### src/hw/uefc_pkg.sv
/*
 * Package for the enhanced-feature and flow-control logic of one UART channel:
 * register addresses, field positions, reset values, interrupt codes, trigger tables
 * and the packed host bus request.
 * Assumes a synchronous 8-bit host bus sampled on mclk_i.
 */
package uefc_pkg;

    // register addresses on the 3-bit host bus
    localparam logic [2:0] ADDR_HOLD   = 3'h0;  // receive/transmit holding, divisor low
    localparam logic [2:0] ADDR_IER    = 3'h1;  // interrupt enable, divisor high
    localparam logic [2:0] ADDR_IIR    = 3'h2;  // id (read), fifo control (write), feature
    localparam logic [2:0] ADDR_LCR    = 3'h3;
    localparam logic [2:0] ADDR_MCR    = 3'h4;
    localparam logic [2:0] ADDR_LSR    = 3'h5;
    localparam logic [2:0] ADDR_TCR    = 3'h6;  // flow thresholds or modem status
    localparam logic [2:0] ADDR_TLR    = 3'h7;  // trigger levels, ready status, xoff2

    // line control keys
    localparam logic [7:0] LCR_EXT_KEY = 8'hbf;
    localparam int         LCR_DLAB    = 7;

    // interrupt enable fields
    localparam int IER_RX    = 0;
    localparam int IER_TX    = 1;
    localparam int IER_LS    = 2;
    localparam int IER_MS    = 3;
    localparam int IER_SLEEP = 4;
    localparam int IER_XOFF  = 5;
    localparam int IER_RTS   = 6;
    localparam int IER_CTS   = 7;

    // feature enable fields
    localparam int EFR_WE      = 4;
    localparam int EFR_SPECIAL = 5;
    localparam int EFR_ARTS    = 6;
    localparam int EFR_ACTS    = 7;

    // modem control fields
    localparam int MCR_RTS     = 1;
    localparam int MCR_FRDY    = 2;
    localparam int MCR_LOOP    = 4;
    localparam int MCR_TLR_ACC = 6;

    localparam int FCR_EN      = 0;

    // bits guarded by the feature write enable
    localparam logic [7:0] IER_PROT_MASK = 8'hf0;
    localparam logic [7:0] FCR_PROT_MASK = 8'h30;
    localparam logic [7:0] MCR_PROT_MASK = 8'he0;

    localparam logic [7:0] REG_RESET = 8'h00;

    // interrupt source codes, bits 5:0
    localparam logic [5:0] IIR_NONE    = 6'h01;
    localparam logic [5:0] IIR_LINE    = 6'h06;
    localparam logic [5:0] IIR_TIMEOUT = 6'h0c;
    localparam logic [5:0] IIR_RXDATA  = 6'h04;
    localparam logic [5:0] IIR_TXHOLD  = 6'h02;
    localparam logic [5:0] IIR_MODEM   = 6'h00;
    localparam logic [5:0] IIR_XOFF    = 6'h10;
    localparam logic [5:0] IIR_CTSRTS  = 6'h20;

    // fifo-control trigger levels, selected by fcr[7:6] (rx) and fcr[5:4] (tx)
    localparam logic [5:0] RX_FCR_TRIG0 = 6'h08;
    localparam logic [5:0] RX_FCR_TRIG1 = 6'h10;
    localparam logic [5:0] RX_FCR_TRIG2 = 6'h38;
    localparam logic [5:0] RX_FCR_TRIG3 = 6'h3c;
    localparam logic [5:0] TX_FCR_TRIG0 = 6'h08;
    localparam logic [5:0] TX_FCR_TRIG1 = 6'h10;
    localparam logic [5:0] TX_FCR_TRIG2 = 6'h20;
    localparam logic [5:0] TX_FCR_TRIG3 = 6'h38;

    // fifo ready status bit positions
    localparam int FRR_TX_A = 0;
    localparam int FRR_TX_B = 1;
    localparam int FRR_RX_A = 4;
    localparam int FRR_RX_B = 5;

    localparam int FIFO_DEPTH = 32;
    localparam int FIFO_WIDTH = 8;

    typedef struct packed {
        logic       sel_n;  // chip select, active low
        logic       rd;     // one-cycle read strobe
        logic       wr;     // one-cycle write strobe
        logic [2:0] addr;
        logic [7:0] wdata;
    } uefc_bus_s;

endpackage

### src/hw/uefc_channel.sv
/*
 * Enhanced-feature and flow-control logic of one UART channel, with a
 * parameterised FIFO module used for the receive and transmit character paths.
 * Assumes a character deserialiser feeding rx_* and a shifter draining tx_*,
 * all on mclk_i; the partner channel supplies its own ready bits.
 */
`timescale 1ns/10ps

module uefc_fifo #(
    parameter int WIDTH = uefc_pkg::FIFO_WIDTH,
    parameter int DEPTH = uefc_pkg::FIFO_DEPTH,
    parameter int CW    = $clog2(DEPTH + 1)
) (
    input  wire logic             mclk_i,
    input  wire logic             reset_i,
    input  wire logic             ce_i,
    input  wire logic             in_valid_i,
    output logic                  in_ready_o,
    input  wire logic [WIDTH-1:0] in_data_i,
    output logic                  out_valid_o,
    input  wire logic             out_ready_i,
    output logic      [WIDTH-1:0] out_data_o,
    output logic      [CW-1:0]    count_o
);
    localparam int AW = $clog2(DEPTH);

    logic [WIDTH-1:0] mem_q [DEPTH];
    logic [AW-1:0]    wptr_q;
    logic [AW-1:0]    rptr_q;
    logic [CW-1:0]    count_q;
    logic             push;
    logic             pop;

    assign in_ready_o  = (count_q != CW'(DEPTH));
    assign out_valid_o = (count_q != '0);
    assign out_data_o  = mem_q[rptr_q];
    assign count_o     = count_q;
    assign push        = ce_i && in_valid_i && in_ready_o;
    assign pop         = ce_i && out_valid_o && out_ready_i;

    always_ff @(posedge mclk_i) begin
        if (push) begin
            mem_q[wptr_q] <= in_data_i;
        end
    end

    always_ff @(posedge mclk_i or posedge reset_i) begin
        if (reset_i) begin
            wptr_q  <= '0;
            rptr_q  <= '0;
            count_q <= '0;
        end else begin
            if (push) begin
                wptr_q <= (wptr_q == AW'(DEPTH - 1)) ? '0 : wptr_q + 1'b1;
            end
            if (pop) begin
                rptr_q <= (rptr_q == AW'(DEPTH - 1)) ? '0 : rptr_q + 1'b1;
            end
            count_q <= count_q + CW'(push) - CW'(pop);
        end
    end
endmodule

module uefc_channel #(
    parameter int DEPTH = uefc_pkg::FIFO_DEPTH,
    parameter int CW    = $clog2(DEPTH + 1)
) (
    input  wire logic                mclk_i,
    input  wire logic                reset_i,
    input  wire logic                ce_i,
    input  wire uefc_pkg::uefc_bus_s bus_i,
    output logic [7:0]               rdata_o,
    input  wire logic                rx_valid_i,
    input  wire logic [7:0]          rx_data_i,
    output logic                     rx_ready_o,
    input  wire logic                rx_error_i,
    input  wire logic                rx_timeout_i,
    input  wire logic                modem_change_i,
    output logic                     tx_valid_o,
    output logic [7:0]               tx_data_o,
    input  wire logic                tx_ready_i,
    input  wire logic                cts_n_i,
    output logic                     rts_n_o,
    output logic [15:0]              divisor_o,
    output logic [3:0]               sw_flow_mode_o,
    output logic                     sleep_o,
    input  wire logic                peer_tx_rdy_i,
    input  wire logic                peer_rx_rdy_i,
    output logic                     tx_rdy_o,
    output logic                     rx_rdy_o
);
    logic [7:0] ier_q, fcr_q, lcr_q, mcr_q, efr_q, dll_q, dlh_q, tcr_q, tlr_q, xoff2_q;
    logic [7:0] rdata_q;
    logic       xoff_flag_q, flow_flag_q, rts_auto_n_q, cts_n_q, rts_n_q;
    logic       wr_en, rd_en, ext_mode, dlab, tl_access, frr_access;
    logic [CW-1:0] rx_count, tx_count;
    logic [6:0] rx_level, tx_space, halt_lvl, resume_lvl;
    logic [5:0] rx_trig, tx_trig, iir_code;
    logic [7:0] rx_head, frr_val, iir_val, lsr_val, msr_val;
    logic       rx_head_valid, rx_pop, tx_push, tx_fifo_valid, tx_fifo_ready;
    logic       rx_at_trig, tx_at_trig, special_hit, tx_gate;

    assign wr_en      = ce_i && !bus_i.sel_n && bus_i.wr;
    assign rd_en      = ce_i && !bus_i.sel_n && bus_i.rd;
    assign ext_mode   = (lcr_q == uefc_pkg::LCR_EXT_KEY);
    assign dlab       = lcr_q[uefc_pkg::LCR_DLAB];
    assign tl_access  = efr_q[uefc_pkg::EFR_WE] && mcr_q[uefc_pkg::MCR_TLR_ACC];
    assign frr_access = mcr_q[uefc_pkg::MCR_FRDY] && !mcr_q[uefc_pkg::MCR_LOOP];

    // receive path: back-pressure reaches the deserialiser through rx_ready_o
    assign rx_pop = rd_en && (bus_i.addr == uefc_pkg::ADDR_HOLD) && !dlab;

    uefc_fifo #(.WIDTH(8), .DEPTH(DEPTH), .CW(CW)) u_rx_fifo (
        .mclk_i      (mclk_i),
        .reset_i     (reset_i),
        .ce_i        (ce_i),
        .in_valid_i  (rx_valid_i),
        .in_ready_o  (rx_ready_o),
        .in_data_i   (rx_data_i),
        .out_valid_o (rx_head_valid),
        .out_ready_i (rx_pop),
        .out_data_o  (rx_head),
        .count_o     (rx_count)
    );

    // transmit path: a write to a full fifo is dropped
    assign tx_push = wr_en && (bus_i.addr == uefc_pkg::ADDR_HOLD) && !dlab;
    // gating only the handshake lets a character already taken by the shifter finish
    assign tx_gate    = efr_q[uefc_pkg::EFR_ACTS] && cts_n_i;
    assign tx_valid_o = tx_fifo_valid && !tx_gate;
    assign tx_fifo_ready = tx_ready_i && !tx_gate;

    uefc_fifo #(.WIDTH(8), .DEPTH(DEPTH), .CW(CW)) u_tx_fifo (
        .mclk_i      (mclk_i),
        .reset_i     (reset_i),
        .ce_i        (ce_i),
        .in_valid_i  (tx_push),
        .in_ready_o  (),
        .in_data_i   (bus_i.wdata),
        .out_valid_o (tx_fifo_valid),
        .out_ready_i (tx_fifo_ready),
        .out_data_o  (tx_data_o),
        .count_o     (tx_count)
    );

    // plain register writes
    always_ff @(posedge mclk_i or posedge reset_i) begin
        if (reset_i) begin
            lcr_q   <= uefc_pkg::REG_RESET;
            efr_q   <= uefc_pkg::REG_RESET;
            xoff2_q <= uefc_pkg::REG_RESET;
        end else if (wr_en) begin
            if (bus_i.addr == uefc_pkg::ADDR_LCR) begin
                lcr_q <= bus_i.wdata;
            end
            if (ext_mode && bus_i.addr == uefc_pkg::ADDR_IIR) begin
                efr_q <= bus_i.wdata;
            end
            if (ext_mode && bus_i.addr == uefc_pkg::ADDR_TLR) begin
                xoff2_q <= bus_i.wdata;
            end
        end
    end

    // registers with guarded fields
    always_ff @(posedge mclk_i or posedge reset_i) begin
        if (reset_i) begin
            ier_q <= uefc_pkg::REG_RESET;
            fcr_q <= uefc_pkg::REG_RESET;
            mcr_q <= uefc_pkg::REG_RESET;
        end else if (wr_en && !ext_mode) begin
            if (bus_i.addr == uefc_pkg::ADDR_IER && !dlab) begin
                ier_q <= efr_q[uefc_pkg::EFR_WE] ? bus_i.wdata :
                    ((ier_q & uefc_pkg::IER_PROT_MASK) | (bus_i.wdata & ~uefc_pkg::IER_PROT_MASK));
            end
            if (bus_i.addr == uefc_pkg::ADDR_IIR) begin
                fcr_q <= efr_q[uefc_pkg::EFR_WE] ? bus_i.wdata :
                    ((fcr_q & uefc_pkg::FCR_PROT_MASK) | (bus_i.wdata & ~uefc_pkg::FCR_PROT_MASK));
            end
            if (bus_i.addr == uefc_pkg::ADDR_MCR) begin
                mcr_q <= efr_q[uefc_pkg::EFR_WE] ? bus_i.wdata :
                    ((mcr_q & uefc_pkg::MCR_PROT_MASK) | (bus_i.wdata & ~uefc_pkg::MCR_PROT_MASK));
            end
        end
    end

    // divisor latches freeze once sleep is enabled
    always_ff @(posedge mclk_i or posedge reset_i) begin
        if (reset_i) begin
            dll_q <= uefc_pkg::REG_RESET;
            dlh_q <= uefc_pkg::REG_RESET;
        end else if (wr_en && dlab && !ext_mode && !ier_q[uefc_pkg::IER_SLEEP]) begin
            if (bus_i.addr == uefc_pkg::ADDR_HOLD) begin
                dll_q <= bus_i.wdata;
            end
            if (bus_i.addr == uefc_pkg::ADDR_IER) begin
                dlh_q <= bus_i.wdata;
            end
        end
    end

    assign divisor_o      = {dlh_q, dll_q};
    assign sw_flow_mode_o = efr_q[3:0];
    assign sleep_o        = ier_q[uefc_pkg::IER_SLEEP];

    // thresholds and trigger levels
    always_ff @(posedge mclk_i or posedge reset_i) begin
        if (reset_i) begin
            tcr_q <= uefc_pkg::REG_RESET;
            tlr_q <= uefc_pkg::REG_RESET;
        end else if (wr_en && tl_access && !ext_mode) begin
            if (bus_i.addr == uefc_pkg::ADDR_TCR) begin
                tcr_q <= bus_i.wdata;
            end
            if (bus_i.addr == uefc_pkg::ADDR_TLR) begin
                tlr_q <= bus_i.wdata;
            end
        end
    end

    // no ordering check on halt against resume: software's duty
    assign halt_lvl   = {1'b0, tcr_q[3:0], 2'b00};
    assign resume_lvl = {1'b0, tcr_q[7:4], 2'b00};
    assign rx_level   = 7'(rx_count);
    assign tx_space   = 7'(DEPTH) - 7'(tx_count);

    always_comb begin
        case (fcr_q[7:6])
            2'b00:   rx_trig = uefc_pkg::RX_FCR_TRIG0;
            2'b01:   rx_trig = uefc_pkg::RX_FCR_TRIG1;
            2'b10:   rx_trig = uefc_pkg::RX_FCR_TRIG2;
            default: rx_trig = uefc_pkg::RX_FCR_TRIG3;
        endcase
        if (tlr_q[7:4] != 4'h0) begin
            rx_trig = {tlr_q[7:4], 2'b00};
        end
        case (fcr_q[5:4])
            2'b00:   tx_trig = uefc_pkg::TX_FCR_TRIG0;
            2'b01:   tx_trig = uefc_pkg::TX_FCR_TRIG1;
            2'b10:   tx_trig = uefc_pkg::TX_FCR_TRIG2;
            default: tx_trig = uefc_pkg::TX_FCR_TRIG3;
        endcase
        if (tlr_q[3:0] != 4'h0) begin
            tx_trig = {tlr_q[3:0], 2'b00};
        end
    end

    assign rx_at_trig = (rx_level >= {1'b0, rx_trig});
    assign tx_at_trig = (tx_space >= {1'b0, tx_trig});
    assign tx_rdy_o   = tx_at_trig;
    assign rx_rdy_o   = rx_at_trig || rx_timeout_i;

    // auto-rts with hysteresis between halt and resume levels
    always_ff @(posedge mclk_i or posedge reset_i) begin
        if (reset_i) begin
            rts_auto_n_q <= 1'b0;
        end else if (ce_i) begin
            if (rx_level >= halt_lvl) begin
                rts_auto_n_q <= 1'b1;
            end else if (rx_level <= resume_lvl) begin
                rts_auto_n_q <= 1'b0;
            end
        end
    end

    assign rts_n_o = efr_q[uefc_pkg::EFR_ARTS] ? rts_auto_n_q : !mcr_q[uefc_pkg::MCR_RTS];

    // sticky events, cleared by reading the id register; a new event wins
    assign special_hit = ce_i && efr_q[uefc_pkg::EFR_SPECIAL] && rx_valid_i && rx_ready_o
                      && (rx_data_i == xoff2_q);

    always_ff @(posedge mclk_i or posedge reset_i) begin
        if (reset_i) begin
            // idle level is inactive high, so no false rising edge after reset
            cts_n_q     <= 1'b1;
            rts_n_q     <= 1'b1;
            xoff_flag_q <= 1'b0;
            flow_flag_q <= 1'b0;
        end else if (ce_i) begin
            cts_n_q <= cts_n_i;
            rts_n_q <= rts_n_o;
            if (rd_en && bus_i.addr == uefc_pkg::ADDR_IIR && !ext_mode) begin
                xoff_flag_q <= 1'b0;
                flow_flag_q <= 1'b0;
            end
            if (special_hit) begin
                xoff_flag_q <= 1'b1;
            end
            if ((cts_n_i && !cts_n_q) || (rts_n_o && !rts_n_q)) begin
                flow_flag_q <= 1'b1;
            end
        end
    end

    // fixed priority, only the winner shows
    always_comb begin
        if (ier_q[uefc_pkg::IER_LS] && rx_error_i) begin
            iir_code = uefc_pkg::IIR_LINE;
        end else if (ier_q[uefc_pkg::IER_RX] && rx_timeout_i) begin
            iir_code = uefc_pkg::IIR_TIMEOUT;
        end else if (ier_q[uefc_pkg::IER_RX] && rx_at_trig && rx_head_valid) begin
            iir_code = uefc_pkg::IIR_RXDATA;
        end else if (ier_q[uefc_pkg::IER_TX] && tx_at_trig) begin
            iir_code = uefc_pkg::IIR_TXHOLD;
        end else if (ier_q[uefc_pkg::IER_MS] && modem_change_i) begin
            iir_code = uefc_pkg::IIR_MODEM;
        end else if (ier_q[uefc_pkg::IER_XOFF] && xoff_flag_q) begin
            iir_code = uefc_pkg::IIR_XOFF;
        end else if ((ier_q[uefc_pkg::IER_RTS] || ier_q[uefc_pkg::IER_CTS]) && flow_flag_q) begin
            iir_code = uefc_pkg::IIR_CTSRTS;
        end else begin
            iir_code = uefc_pkg::IIR_NONE;
        end
    end

    assign iir_val = {{2{fcr_q[uefc_pkg::FCR_EN]}}, iir_code};

    // this instance is channel a; the peer channel supplies the b bits
    always_comb begin
        frr_val = 8'h00;
        frr_val[uefc_pkg::FRR_TX_A] = tx_rdy_o;
        frr_val[uefc_pkg::FRR_TX_B] = peer_tx_rdy_i;
        frr_val[uefc_pkg::FRR_RX_A] = rx_rdy_o;
        frr_val[uefc_pkg::FRR_RX_B] = peer_rx_rdy_i;
    end

    assign lsr_val = {1'b0, !tx_fifo_valid, !tx_fifo_valid, 4'h0, rx_head_valid};
    assign msr_val = {3'h0, !cts_n_i, 4'h0};

    // read answer registered, one cycle after the strobe
    always_ff @(posedge mclk_i or posedge reset_i) begin
        if (reset_i) begin
            rdata_q <= 8'h00;
        end else if (rd_en) begin
            case (bus_i.addr)
                uefc_pkg::ADDR_HOLD: rdata_q <= dlab ? dll_q : rx_head;
                uefc_pkg::ADDR_IER:  rdata_q <= dlab ? dlh_q : ier_q;
                uefc_pkg::ADDR_IIR:  rdata_q <= ext_mode ? efr_q : iir_val;
                uefc_pkg::ADDR_LCR:  rdata_q <= lcr_q;
                uefc_pkg::ADDR_MCR:  rdata_q <= mcr_q;
                uefc_pkg::ADDR_LSR:  rdata_q <= lsr_val;
                uefc_pkg::ADDR_TCR:  rdata_q <= tl_access ? tcr_q : msr_val;
                uefc_pkg::ADDR_TLR: begin
                    if (ext_mode) begin
                        rdata_q <= xoff2_q;
                    end else if (tl_access) begin
                        rdata_q <= tlr_q;
                    end else if (frr_access) begin
                        rdata_q <= frr_val;
                    end else begin
                        rdata_q <= 8'h00;
                    end
                end
                default: rdata_q <= 8'h00;
            endcase
        end
    end

    assign rdata_o = rdata_q;
endmodule

### config.mk
export PLATFORM = sky130hd
export DESIGN_NAME = uefc_channel
export DESIGN_NICKNAME = d
export VERILOG_FILES = /design/src/hw/uefc_pkg.sv /design/src/hw/uefc_channel.sv
export SDC_FILE = /design/constraint.sdc
export NUM_CORES = 1
export LEC_CHECK = 0
export BUFFER_PORTS_ARGS = -buffer_cell sky130_fd_sc_hd__buf_2
export CORE_MARGIN = 2
export CORE_UTILIZATION = 50
export DETAILED_ROUTE_END_ITERATION = 7
export MAX_ROUTING_LAYER = met4
export PLACE_DENSITY = 0.76
export SYNTH_ARGS = -nofsm -noshare
export SYNTH_HDL_FRONTEND = slang
export SYNTH_SLANG_ARGS = --single-unit
### constraint.sdc
create_clock -name mclk_i -period 3.8 [get_ports mclk_i]
set_input_delay 0.19 -clock mclk_i [delete_from_list [all_inputs] [get_ports mclk_i]]
set_output_delay 0.19 -clock mclk_i [all_outputs]
set_load 0.02 [all_outputs]
* Yosys cells after proc, flatten, opt, wreduce, memory -nomap -nowiden *
Memories as Yosys holds them, arrays and structs flattened.
Cells that the tools add are included.

word-level totals
  bits in registers = 125
  RAM bits = 512
  bits of input ports = 33
  output and inout port bits = 42
  logic and storage cells = 177
  memories = 2

memory list
  memory           words  bits a word  rd ports  clocked after memory_dff  write ports  RTL line            RTL
  u_rx_fifo.mem_q  32     8            1         0                         1            uefc_channel.sv:27  logic [WIDTH-1:0] mem_q [DEPTH];
  u_tx_fifo.mem_q  32     8            1         0                         1            uefc_channel.sv:27

operators by class
  add/subtract/negate cells = 9
  magnitude comparators = 4
  equal/unequal tests = 19
  muxes and demuxes = 36
  bitwise gates (word level) = 3
  reductions and logical operators = 82

operators with widths
  kind                                          number
  2-to-1 mux 8 bit                              9
  one-hot mux 8 bit (8 select lines)            1
  2-to-1 mux 6 bit                              10
  logical AND 1 bit                             45
  one-hot mux 6 bit (3 select lines)            2
  AND reduction 2 bit                           13
  adder 5 x 1 -> 5 bit (second input constant)  4
  == test 5 bit (second input constant)         4
  2-to-1 mux 5 bit                              4
  adder 6 x 1 -> 6 bit                          2
  == test 3 bit (second input constant)         4
  greater-or-equal comparator 6 bit             2
  != test 6 bit (second input constant)         2
  nonzero test 6 bit                            2
  subtractor 6 x 1 -> 6 bit                     2
  logical NOT 1 bit                             11
  2-to-1 mux 1 bit                              10
  == test 8 bit                                 1
  == test 8 bit (second input constant)         1
  OR 6 x 8 -> 8 bit                             1
  OR 8 x 4 -> 8 bit                             1
  OR 8 x 5 -> 8 bit                             1
  nonzero test 4 bit                            2
  greater-or-equal comparator 7 x 6 -> 1 bit    1
  10 further kinds                              18

* Logic depth before layout (Yosys ltp) *
Gate-level depths: netlist (run 1).

  depth in word-level cells = 11
  depth in mapped cells = 15
  mapped depth without buffers = 15

* Cells and area by module *
Synthesis (run 1) repeated with hierarchy kept, for this count alone.

second synthesis, totals
  cell total of the unflattened synthesis = 1,606
  area, all modules = 26,937.1 um^2

by module, submodules not included
  module                 instances  cells an instance  area an instance (um^2)
  uefc_fifo (u_tx_fifo)  1          577                10,921.7
  uefc_fifo (u_rx_fifo)  1          542                10,834.1
  uefc_channel           1          487                5,181.2

* Least setup slack after synthesis (run 1) *
OpenSTA, ideal clock, no wires.

  kind = flip-flop to flip-flop
  start point = register u_tx_fifo.count_q[3], in the netlist u_tx_fifo.count_o[3]
  end point = register u_tx_fifo.count_q[4], in the netlist u_tx_fifo.count_o[4]
  library setup time = 128 ps
  arrival time = 2,754 ps
  path slack = 918 ps
  cell stages (with the launch flop) = 14
  buffers on the path = 0
  period minus slack after synthesis = 2,882 ps
  cell sequence = dfrtp_1 -> inv_1 -> ha_1 -> a32oi_1 -> nand3_1 -> inv_1 -> ha_1 -> inv_1 -> ha_1 -> inv_1 -> fa_1 -> o21bai_1 -> a21oi_1 -> xor2_1

between the ends
  longest elaborated chain between the ends = 4
  elaborated cells between the ends (all ways) = 7
  classes of those cells = add/sub: 2; eq/ne: 1; reduce/logical: 4

RTL lines
  element                         RTL line            RTL
  start: declaration              uefc_channel.sv:30  logic [CW-1:0] count_q;
  start signal: assignment        uefc_channel.sv:59  count_q <= count_q + CW'(push) - CW'(pop);
  nonzero test 6 bit              uefc_channel.sv:35  assign out_valid_o = (count_q != '0);
  logical AND 1 bit (2 in a row)  uefc_channel.sv:39  assign pop = ce_i && out_valid_o && out_ready_i;
  via u_tx_fifo.pop               uefc_channel.sv:32  logic pop;
  subtractor 6 x 1 -> 6 bit       uefc_channel.sv:59

The timed path passes the listed nets, and every way through them passes these cells.
A chain may end at the register's enable or synchronous reset.

* Worst setup path in the final report (run 1) *
  start point = register u_tx_fifo.rptr_q[0]
  end point = output port tx_data_o[3]

between the ends
  longest elaborated chain between the ends = 1

RTL lines
  element                   RTL line            RTL
  start: declaration        uefc_channel.sv:29  logic [AW-1:0] rptr_q;
  start signal: assignment  uefc_channel.sv:57  rptr_q <= (rptr_q == AW'(DEPTH - 1)) ? '0 : rptr_q + 1'b1;
  memory (32 x 8 bit)       n/a
  end: declaration          uefc_channel.sv:80  output logic [7:0] tx_data_o,

Every way passes these cells.

==> impl_metrics.json, run 1 <==
{
  "track_usage": 0.227,
  "crit_path_end_kind": "output pin",
  "nFillCells": 3893,
  "cp_max_fo": 26,
  "antennaDiodeCount": 0,
  "cts_hold_buf": 4,
  "place_area_um2": 28200,
  "path_cells": "buf_4, mux4_2, mux4_2, mux2_2, buf_2",
  "cap_viol_max_count": 0,
  "p_leak_uw": 0.0107,
  "grt_pass1_vias": 14873,
  "die_w_um": 235,
  "crit_slowest_cell": "dfrtp_4",
  "finalHoldViolCount": 0,
  "routabilityCongestion": 0.969,
  "cts-root-buf": "clkbuf_16",
  "gr-total-overflow": 0,
  "pwr-share-seq": 0.464,
  "core_um2": 52800,
  "nNetsFinal": 1744,
  "slew_headroom": 0.275,
  "synthDistinctLibCells": 72,
  "hp-class": "input pin to register",
  "cts_buffer_depth": 3,
  "vias": 14526,
  "wirelength_um": 60300,
  "setup_viol": 0,
  "syn_nets": 1620,
  "synth_ff_type": "edfxtp_1",
  "portBuffers": 74,
  "rsz0062_at_grt": "false",
  "yosysSeqAreaShare": 0.688,
  "stdcell_count": 2395,
  "ant_nets": 0,
  "maxSlewViolCount": 0,
  "worstPathArrival_ns": 3.26,
  "postCtsSetupBuffers": 0,
  "drtIter0Drc": 1595,
  "final_area_um2": 30300,
  "fin_setup_tns_ns": 0,
  "via_per_inst": 6.07,
  "die_height_um": 235,
  "clkLatencyLatePin_ns": 0.64,
  "syn-cell-area_um2": 26800,
  "cts.sinks": 634,
  "drive_above_1_share": 0.286,
  "ir_drop_v": 0.000555,
  "yosys_register_bits": 634,
  "dp_cells": 2277,
  "row_count": 84,
  "synth_edf_count": 512,
  "startpoint_type": "register",
  "avgSynthCellArea_um2": 17.5,
  "remaining_drc_errors": 0,
  "synthArstFlopShare": 0.192,
  "htreeDepth": 2,
  "grt_pass1_wl_um": 92600,
  "timing.final.crit_share": 0.908,
  "p_int_uw": 13000,
  "max_stage_delay_ns": 0.76,
  "p_per_area_nw_per_um2": 591,
  "cts_buffers": 61,
  "path_class": "register to output pin",
  "start_util": 0.508,
  "p_clk_frac": 0.343,
  "pwr-share-comb": 0.193,
  "ys_warn_count": 0,
  "worstPathRequired_ns": 3.61,
  "ioPinCount": 75,
  "fmaxAchievable_ghz": 0.290,
  "skew_ns": 0.0179,
  "die_area_um2": 55500,
  "min_period_ns": 3.45,
  "hpwl_um": 38800,
  "crit_top_cell": "mux4_2",
  "netlist_instances": 1532,
  "cts_resized": 0,
  "switching_share": 0.273,
  "syn_to_final_growth_pct": 13.0,
  "grt_max_degree": 64,
  "drt-pass1-iter-count": 5,
  "status": "complete, no violations",
  "clk_pin_slew_ns": 0.06,
  "netSwitchingPower_uw": 4890,
  "antenna_found_initial": 0,
  "cts_tree": "yes",
  "routedWlPerCell_um": 25.2,
  "tightest_slew_ns": 1.09
}
## sequential cells by signal, indices dropped and copies added, names as in the netlist
register	flops
efr_q	8
u_rx_fifo.wptr_q	5
dll_q	8
u_rx_fifo.mem_q	256
rdata_o	8
u_rx_fifo.rptr_q	5
fcr_q	5
u_tx_fifo.mem_q	256
u_tx_fifo.rptr_q	5
lcr_q	8
rts_auto_n_q	1
xoff2_q	8
mcr_q	8
tcr_q	8
u_tx_fifo.wptr_q	5
u_rx_fifo.count_o	6
cts_n_q	1
flow_flag_q	1
rts_n_q	1
ier_q	8
xoff_flag_q	1
tlr_q	8
u_tx_fifo.count_o	6
dlh_q	8
## synth_stat cells, types with 3 or more instances
cell type | n | area [um2]
a21o_1 | 6 | 45.0
a22oi_1 | 3 | 22.5
mux4_2 | 149 | 3360
a32oi_1 | 5 | 43.8
or3b_2 | 5 | 43.8
nand3_1 | 29 | 145
ha_1 | 53 | 663
nor4b_1 | 4 | 35.0
inv_1 | 41 | 154
o21bai_1 | 3 | 22.5
o21ai_0 | 35 | 175
a221oi_1 | 8 | 70.1
nor2b_1 | 10 | 62.6
mux2_2 | 89 | 1000
a21oi_1 | 33 | 165
mux2i_1 | 23 | 230
buf_2 | 13 | 65.1
o211ai_1 | 5 | 37.5
nand3b_1 | 9 | 67.6
nand2b_1 | 4 | 25.0
o221ai_1 | 3 | 26.3
a31oi_1 | 5 | 31.3
xnor2_1 | 10 | 87.6
buf_6 | 3 | 33.8
xor2_1 | 10 | 87.6
nor2_1 | 102 | 383
nor3b_1 | 6 | 45.0
buf_4 | 7 | 52.6
nand2_1 | 80 | 300
and3_1 | 8 | 50.1
nor3_1 | 17 | 85.1
a2111oi_0 | 5 | 43.8
buf_1 | 14 | 52.6
dfrtp_1 | 120 | 3000
or3_1 | 3 | 18.8
nor4_1 | 3 | 18.8
nand4_1 | 6 | 37.5
clkbuf_1 | 43 | 161
o22ai_1 | 3 | 18.8
edfxtp_1 | 512 | 15400
a211oi_1 | 4 | 30.0
## kinds of logic (layout without fill, tap and decap cells)
logic type	after synthesis	count (layout)	share of synthesized area
buf+inv	123	298	0.0197
fa+ha+maj	55	55	0.0262
flops	634	634	0.688
xor+xnor	20	20	0.00654
simple gates	300	300	0.0538
compound gates	139	139	0.0346
mux	261	261	0.171
## worst max-delay path: cells and delay by family, from the launching register on
kind,cells,cell delay (ns)
buf+inv,2,0.46
mux,3,1.39
flops,1,0.76
## routing by layer
metal | share of wire | track usage
met3 | 0.063 | 0.0373
met1 | 0.43 | 0.313
met2 | 0.48 | 0.349
met5 | 0 | -
met4 | 0.029 | 0.0764
## cell type report
cell class	instances	area [um2]	share of cell area
well taps	688	861	0.0284
clock inverters	44	480	0.0159
inverters	43	164	0.00541
repair buffers	141	933	0.0308
flip-flops and latches	634	18400	0.609
clock buffers	70	1560	0.0515
multi-input cells	775	7840	0.259
## stage by stage
step                utilization  total power, uW  hold WS, ns  setup slack, ns
floorplan                     -            10800        0.289            0.371
global placement          0.534            11800        0.403            0.722
detailed placement        0.534            11900        0.416            0.633
CTS                       0.574            18000      0.00648            0.276
global route              0.574            18600       0.0785            0.210
finish                    0.574            17900       0.0309            0.349
## power groups by stage
| stage | Sequential (uW) | Combinational, uW | Clock (uW) |
|---|---|---|---|
| floorplan | 8120 | 2680 | 0 |
| global placement | 8440 | 3380 | 0 |
| detailed placement | 8450 | 3470 | 0 |
| CTS | 8310 | 3490 | 6230 |
| global route | 8360 | 3770 | 6520 |
| finish | 8310 | 3460 | 6140 |
## placed cells by master (no fill, tap or decap), drive strengths merged, types with 23 or more instances in the layout
cell type / n
edfxtp: 512
mux4: 149
buf: 137
dfrtp: 120
nor2: 102
mux2: 89
nand2: 80
clkbuf: 70
ha: 53
inv: 45
o21ai: 36
a21oi: 33
nand3: 29
clkinv: 29
mux2i: 23
## final timing paths
path,startpoint,to,slack (ns),depth (start not counted)
min in group asynchronous,reset_i,dlh_q[1],0.28,3
max in group asynchronous,reset_i,cts_n_q,2.68,4
setup / recovery,u_tx_fifo.rptr_q[0],tx_data_o[3],0.35,5
hold reg to reg,rts_n_q,rts_n_q,0.49,2
hold / removal,rx_valid_i,u_rx_fifo.wptr_q[4],0.03,4
setup reg to reg,u_rx_fifo.rptr_q[0],rdata_o[2],0.62,7
No activity file was read; power rests on OpenSTA's default activity.
==> run 2: changes to the inputs <==
Settings changed: PLACE_DENSITY 0.76 to 0.79.
Clock period 3.8 ns to 2.95 ns, I/O delays scaled along.
==> run 2 against run 1 <==
Against the previous run: the flow now finishes with violations (setup timing); setup slack worse by 0.46 ns; sequential power is 26% higher; count of clock-buffer cells in the layout is 2 higher; register-to-register slack worse by 0.54 ns; routed wire length is 8.3% higher; via count is 4.6% higher; core utilization is 1.9 points higher; hold slack worse by 0.020 ns; cell count is 3.3% higher; critical path depth is 1 higher; flip-flop and latch count stayed put.
==> impl_metrics.json, run 2 (same netlist as run 1, synthesis figures left out) <==
{
  "status": "finished with violations",
  "violations": "setup timing",
  "die_height_um": 235,
  "startpoint_type": "register",
  "via_per_inst": 6.14,
  "crit_path_end_kind": "output pin",
  "holdWs_ns": 0.0113,
  "grt_max_degree": 111,
  "cts-root-buf": "clkbuf_16",
  "antennaDiodeCount": 0,
  "rsz0062_at_grt": "true",
  "core_um2": 52800,
  "ant_nets": 0,
  "maxSlewViolCount": 0,
  "drt-pass1-iter-count": 6,
  "min_period_ns": 3.06,
  "grt_pass1_wl_um": 98800,
  "cp_max_fo": 6,
  "syn_to_final_growth_pct": 16.7,
  "timing.final.crit_share": 1.04,
  "layout_common_cells": "edfxtp_1, mux4_2, buf_4, dfrtp_1, nor2_1",
  "wirelength_um": 65400,
  "largest_registers": "u_rx_fifo.mem_q x256, u_tx_fifo.mem_q x256",
  "power_uw": 24100,
  "die_area_um2": 55500,
  "drtIter0Drc": 1597,
  "setup_viol": 8,
  "cts_buffer_depth": 3,
  "routedWlPerCell_um": 26.4,
  "stdcell_count": 2475,
  "antenna_found_initial": 0,
  "worstPathArrival_ns": 2.91,
  "final_area_um2": 31300,
  "tightest_slew_ns": 1.06,
  "gr-total-overflow": 0,
  "row_count": 84,
  "clk_pin_slew_ns": 0.06,
  "track_usage": 0.245,
  "slew_headroom": 0.293,
  "vias": 15188,
  "cap_viol_max_count": 0,
  "place_area_um2": 28700,
  "start_util": 0.508,
  "ir_drop_v": 0.000536,
  "routabilityCongestion": 0.937,
  "remaining_drc_errors": 0,
  "die_w_um": 235,
  "fmaxAchievable_ghz": 0.327,
  "fin_setup_tns_ns": -0.738,
  "dp_cells": 2342,
  "p_per_area_nw_per_um2": 770,
  "htreeDepth": 2,
  "skew_ns": 0.0139,
  "hpwl_um": 41300,
  "path_class": "register to output pin",
  "nNetsFinal": 1824,
  "final_common_cell": "edfxtp_1",
  "portBuffers": 74,
  "p_leak_uw": 0.0113,
  "drive_above_1_share": 0.324,
  "clkLatencyLatePin_ns": 0.63,
  "ioPinCount": 75,
  "grt_pass1_vias": 15671,
  "cts_tree": "yes",
  "hp-class": "input pin to register",
  "worstPathRequired_ns": 2.80,
  "cts.sinks": 634,
  "cts_buffers": 61,
  "finalHoldViolCount": 0,
  "finalWorstSetupSlack_ns": -0.111
}
-- run 2: changes by cell type in the layout (fill, tap and decap cells not counted), moves of 4 or more --
cell       previous run  this run
buf_4                59       126
buf_6                 0         9
buf_2                74        66
mux2_2               89        81
mux2_4                0         8
buf_12                4        10
buf_16                0         4
bufinv_16             8        12
clkinv_2             13         9
-- run 2: final timing paths --
path                                      from                    to  slack, ns  cells after the start
setup / recovery           u_tx_fifo.rptr_q[0]          tx_data_o[3]      -0.11                      6
hold / removal                        bus_i[9]   u_rx_fifo.rptr_q[4]       0.01                      6
setup reg to reg           u_rx_fifo.rptr_q[0]            rdata_o[2]       0.08                      7
hold reg to reg                        rts_n_q               rts_n_q       0.50                      2
max in group asynchronous              reset_i   u_tx_fifo.rptr_q[0]       1.92                      4
min in group asynchronous              reset_i  u_rx_fifo.count_o[4]       0.07                      3
-- run 2: power by group --
group | switching, uW | internal, uW
clock | 3360 | 4860
combinational | 2710 | 2670
sequential | 437 | 10000
-- run 2: metrics by stage --
stage	util	worst slack, ns
final	0.593	-0.111
after global routing	0.593	-0.174
after CTS	0.590	-0.146
after detailed placement	0.545	0.119
after global placement	0.545	0.178
after floorplan	-	0.0681
-- run 2: cell type report --
class | instances | area (um2)
clock buffer | 72 | 1570
clock inverter | 42 | 548
fill | 3737 | 21500
inverter | 43 | 165
multi-input combinational | 775 | 7930
sequential | 634 | 18400
tap | 688 | 861
timing repair buffer | 221 | 1750
-- run 2: repair_timing --
action / 4_1_cts / 5_1_grt
setup endpoints to repair: 8 / 14
pin swaps: 0 / 2
hold endpoints to repair: 142 / 0
hold buffers: 5 / 0
gates cloned: 4 / 0
resized for setup: 25 / 24
buffers inserted: 6 / 4
-- run 2: worst max-delay path, cell delays in order (launching register included) --
cell,delay (ns)
dfrtp_4,0.54
buf_12,0.15
buf_16,0.13
mux4_2,0.53
mux4_2,0.50
mux2_4,0.29
buf_6,0.13
-- run 2: layer usage --
metal | part of all wire | global-route usage
met1 | 0.40 | 0.320
met2 | 0.50 | 0.395
met3 | 0.066 | 0.0378
met4 | 0.034 | 0.0870
met5 | 0 | -
==> run 3: changes to the inputs <==
Settings changed: CORE_UTILIZATION 50 to 55, HOLD_SLACK_MARGIN from default to 0.02, PLACE_DENSITY 0.79 to 0.84.
==> run 3 against run 2 <==
Against the previous run: the run still ends with setup timing left; first-iteration DRC count is 11% higher; power decreased by 2.1%; clock skew increased by 0.014 ns; routed wire length up 1.0%; hold slack improved by 0.062 ns; count of clock-buffer cells in the layout is 3 higher; sequential power is essentially flat; cell count down 3.3%; non-clock buffer count down 6; flip-flop and latch count unchanged; sequential share of layout area is 0.60 points higher; die area fell by 8.9%.
==> impl_metrics.json, run 3 (same netlist as run 1, synthesis figures left out) <==
{
  "status": "finished with violations",
  "violations": "setup timing",
  "vias": 15432,
  "path_class": "register to output pin",
  "path_cells": "buf_12, buf_12, mux4_2, mux4_2, mux2_4, buf_6",
  "fin_setup_tns_ns": -0.772,
  "timing.final.crit_share": 1.04,
  "gr-usage-met1": 0.359,
  "min_period_ns": 3.06,
  "ant_nets": 0,
  "multi_input_area_um2": 7900,
  "htreeDepth": 2,
  "gr-total-overflow": 0,
  "wirelength_um": 66000,
  "cap_viol_max_count": 0,
  "remaining_drc_errors": 0,
  "grt_pass1_vias": 15649,
  "track_usage": 0.276,
  "drive_above_1_share": 0.318,
  "via_per_inst": 6.45,
  "die_w_um": 225,
  "cts.sinks": 634,
  "grt_pass1_wl_um": 99600,
  "nNetsFinal": 1816,
  "met3_usage": 0.0384,
  "cts_buffers": 59,
  "p_per_area_nw_per_um2": 762,
  "use_met2": 0.453,
  "drtIter0Drc": 1775,
  "tightest_slew_ns": 1.09,
  "power_uw": 23600,
  "hpwl_um": 42000,
  "p_leak_uw": 0.0111,
  "crit_slowest_cell": "mux4_2",
  "maxSlewViolCount": 0,
  "cts_buffer_depth": 3,
  "grt_max_degree": 52,
  "startpoint_type": "register",
  "start_util": 0.559,
  "worstPathRequired_ns": 2.80,
  "finalWorstSetupSlack_ns": -0.111,
  "cts_tree": "yes",
  "core_um2": 47900,
  "holdWs_ns": 0.0737,
  "routabilityCongestion": 0.989,
  "seq_area_um2": 18400,
  "clk_pin_slew_ns": 0.07,
  "routedWlPerCell_um": 27.6,
  "finalHoldViolCount": 0,
  "nFillCells": 3061,
  "crit_path_end_kind": "output pin",
  "layout_common_cells": "edfxtp_1, mux4_2, buf_4, dfrtp_1, nor2_1",
  "drt-pass1-iter-count": 5,
  "max_stage_delay_ns": 0.54,
  "antenna_found_initial": 2,
  "worstPathArrival_ns": 2.91,
  "ioPinCount": 75,
  "die_area_um2": 50500,
  "slew_headroom": 0.258,
  "ir_drop_v": 0.000704,
  "final_common_cell": "edfxtp_1",
  "rsz0062_at_grt": "true",
  "fmaxAchievable_ghz": 0.327,
  "largest_registers": "u_rx_fifo.mem_q x256, u_tx_fifo.mem_q x256",
  "clkLatencyLatePin_ns": 0.63,
  "cts-root-buf": "clkbuf_16",
  "setup_viol": 8,
  "portBuffers": 74,
  "skew_ns": 0.0278,
  "hp-class": "input pin to register",
  "syn_to_final_growth_pct": 15.5,
  "row_count": 80,
  "die_height_um": 225,
  "top_usage_layer": "met2",
  "cp_max_fo": 7
}
run 3: changes by cell type in the layout (fill, tap and decap cells not counted), sizes merged, moves of 2 or more:
cell      previous run  this run
bufinv              12         8
buf                216       208
clkbuf              72        76
inv                 45        43
clkinv              25        23
clkinvlp             3         5
run 3: cell type report:
type | count | area share
clock buffer | 75 | 0.0503
inverter | 43 | 0.00534
sequential | 634 | 0.596
tap | 615 | 0.0249
clock inverter | 36 | 0.0129
antenna | 1 | 0.0000808
timing repair buffer | 215 | 0.0556
multi-input combinational | 775 | 0.255
run 3: where the power goes:
group / switching (uW) / internal (uW) / leakage, uW
combinational: 2760 / 2640 / 0.00405
sequential: 410 / 10000 / 0.00614
clock: 3300 / 4440 / 0.000951
run 3: repair_timing:
item / in CTS / in global routing
hold buffers: 6 / 0
pin swaps: 0 / 1
endpoints found under the setup margin: 8 / 15
buffers inserted: 5 / 2
resized for setup: 26 / 16
gates cloned: 2 / 1
endpoints found under the hold margin: 52 / 0
run 3: critical path: cells and delay by family, from the launching register on:
kind,cells,cell delay (ns)
multiplexers,3,1.38
flip-flops,1,0.48
buffers and inverters,3,0.42
run 3: metrics by stage:
step / setup slack, ns / cell area (um2) / util / std cells
floorplan: 0.0681 / 26800 / - / 1532
global placement: 0.176 / 28600 / 0.597 / 2266
detailed placement: 0.0719 / 28600 / 0.597 / 2266
CTS: -0.107 / 30900 / 0.644 / 2390
global route: -0.152 / 31000 / 0.646 / 2394
finish: -0.111 / 31000 / 0.646 / 2394
run 3: routing by layer:
| layer | vias up | share of wire |
|---|---|---|
| met1 | 7934 | 0.38 |
| met3 | 153 | 0.080 |
| li1 | 6443 | - |
| met2 | 902 | 0.51 |
| met5 | - | 0 |
| met4 | 0 | 0.036 |
run 3: worst paths after layout:
check | slack [ns] | cells after the start | from | end
min in group asynchronous | 0.31 | 3 | reset_i | u_tx_fifo.count_o[0]
setup / recovery | -0.11 | 6 | u_tx_fifo.rptr_q[0] | tx_data_o[0]
hold reg to reg | 0.49 | 2 | rts_n_q | rts_n_q
max in group asynchronous | 1.84 | 4 | reset_i | cts_n_q
hold / removal | 0.07 | 1 | rx_data_i[7] | u_rx_fifo.mem_q[20][7]
setup reg to reg | 0.08 | 7 | u_rx_fifo.rptr_q[0] | rdata_o[7]
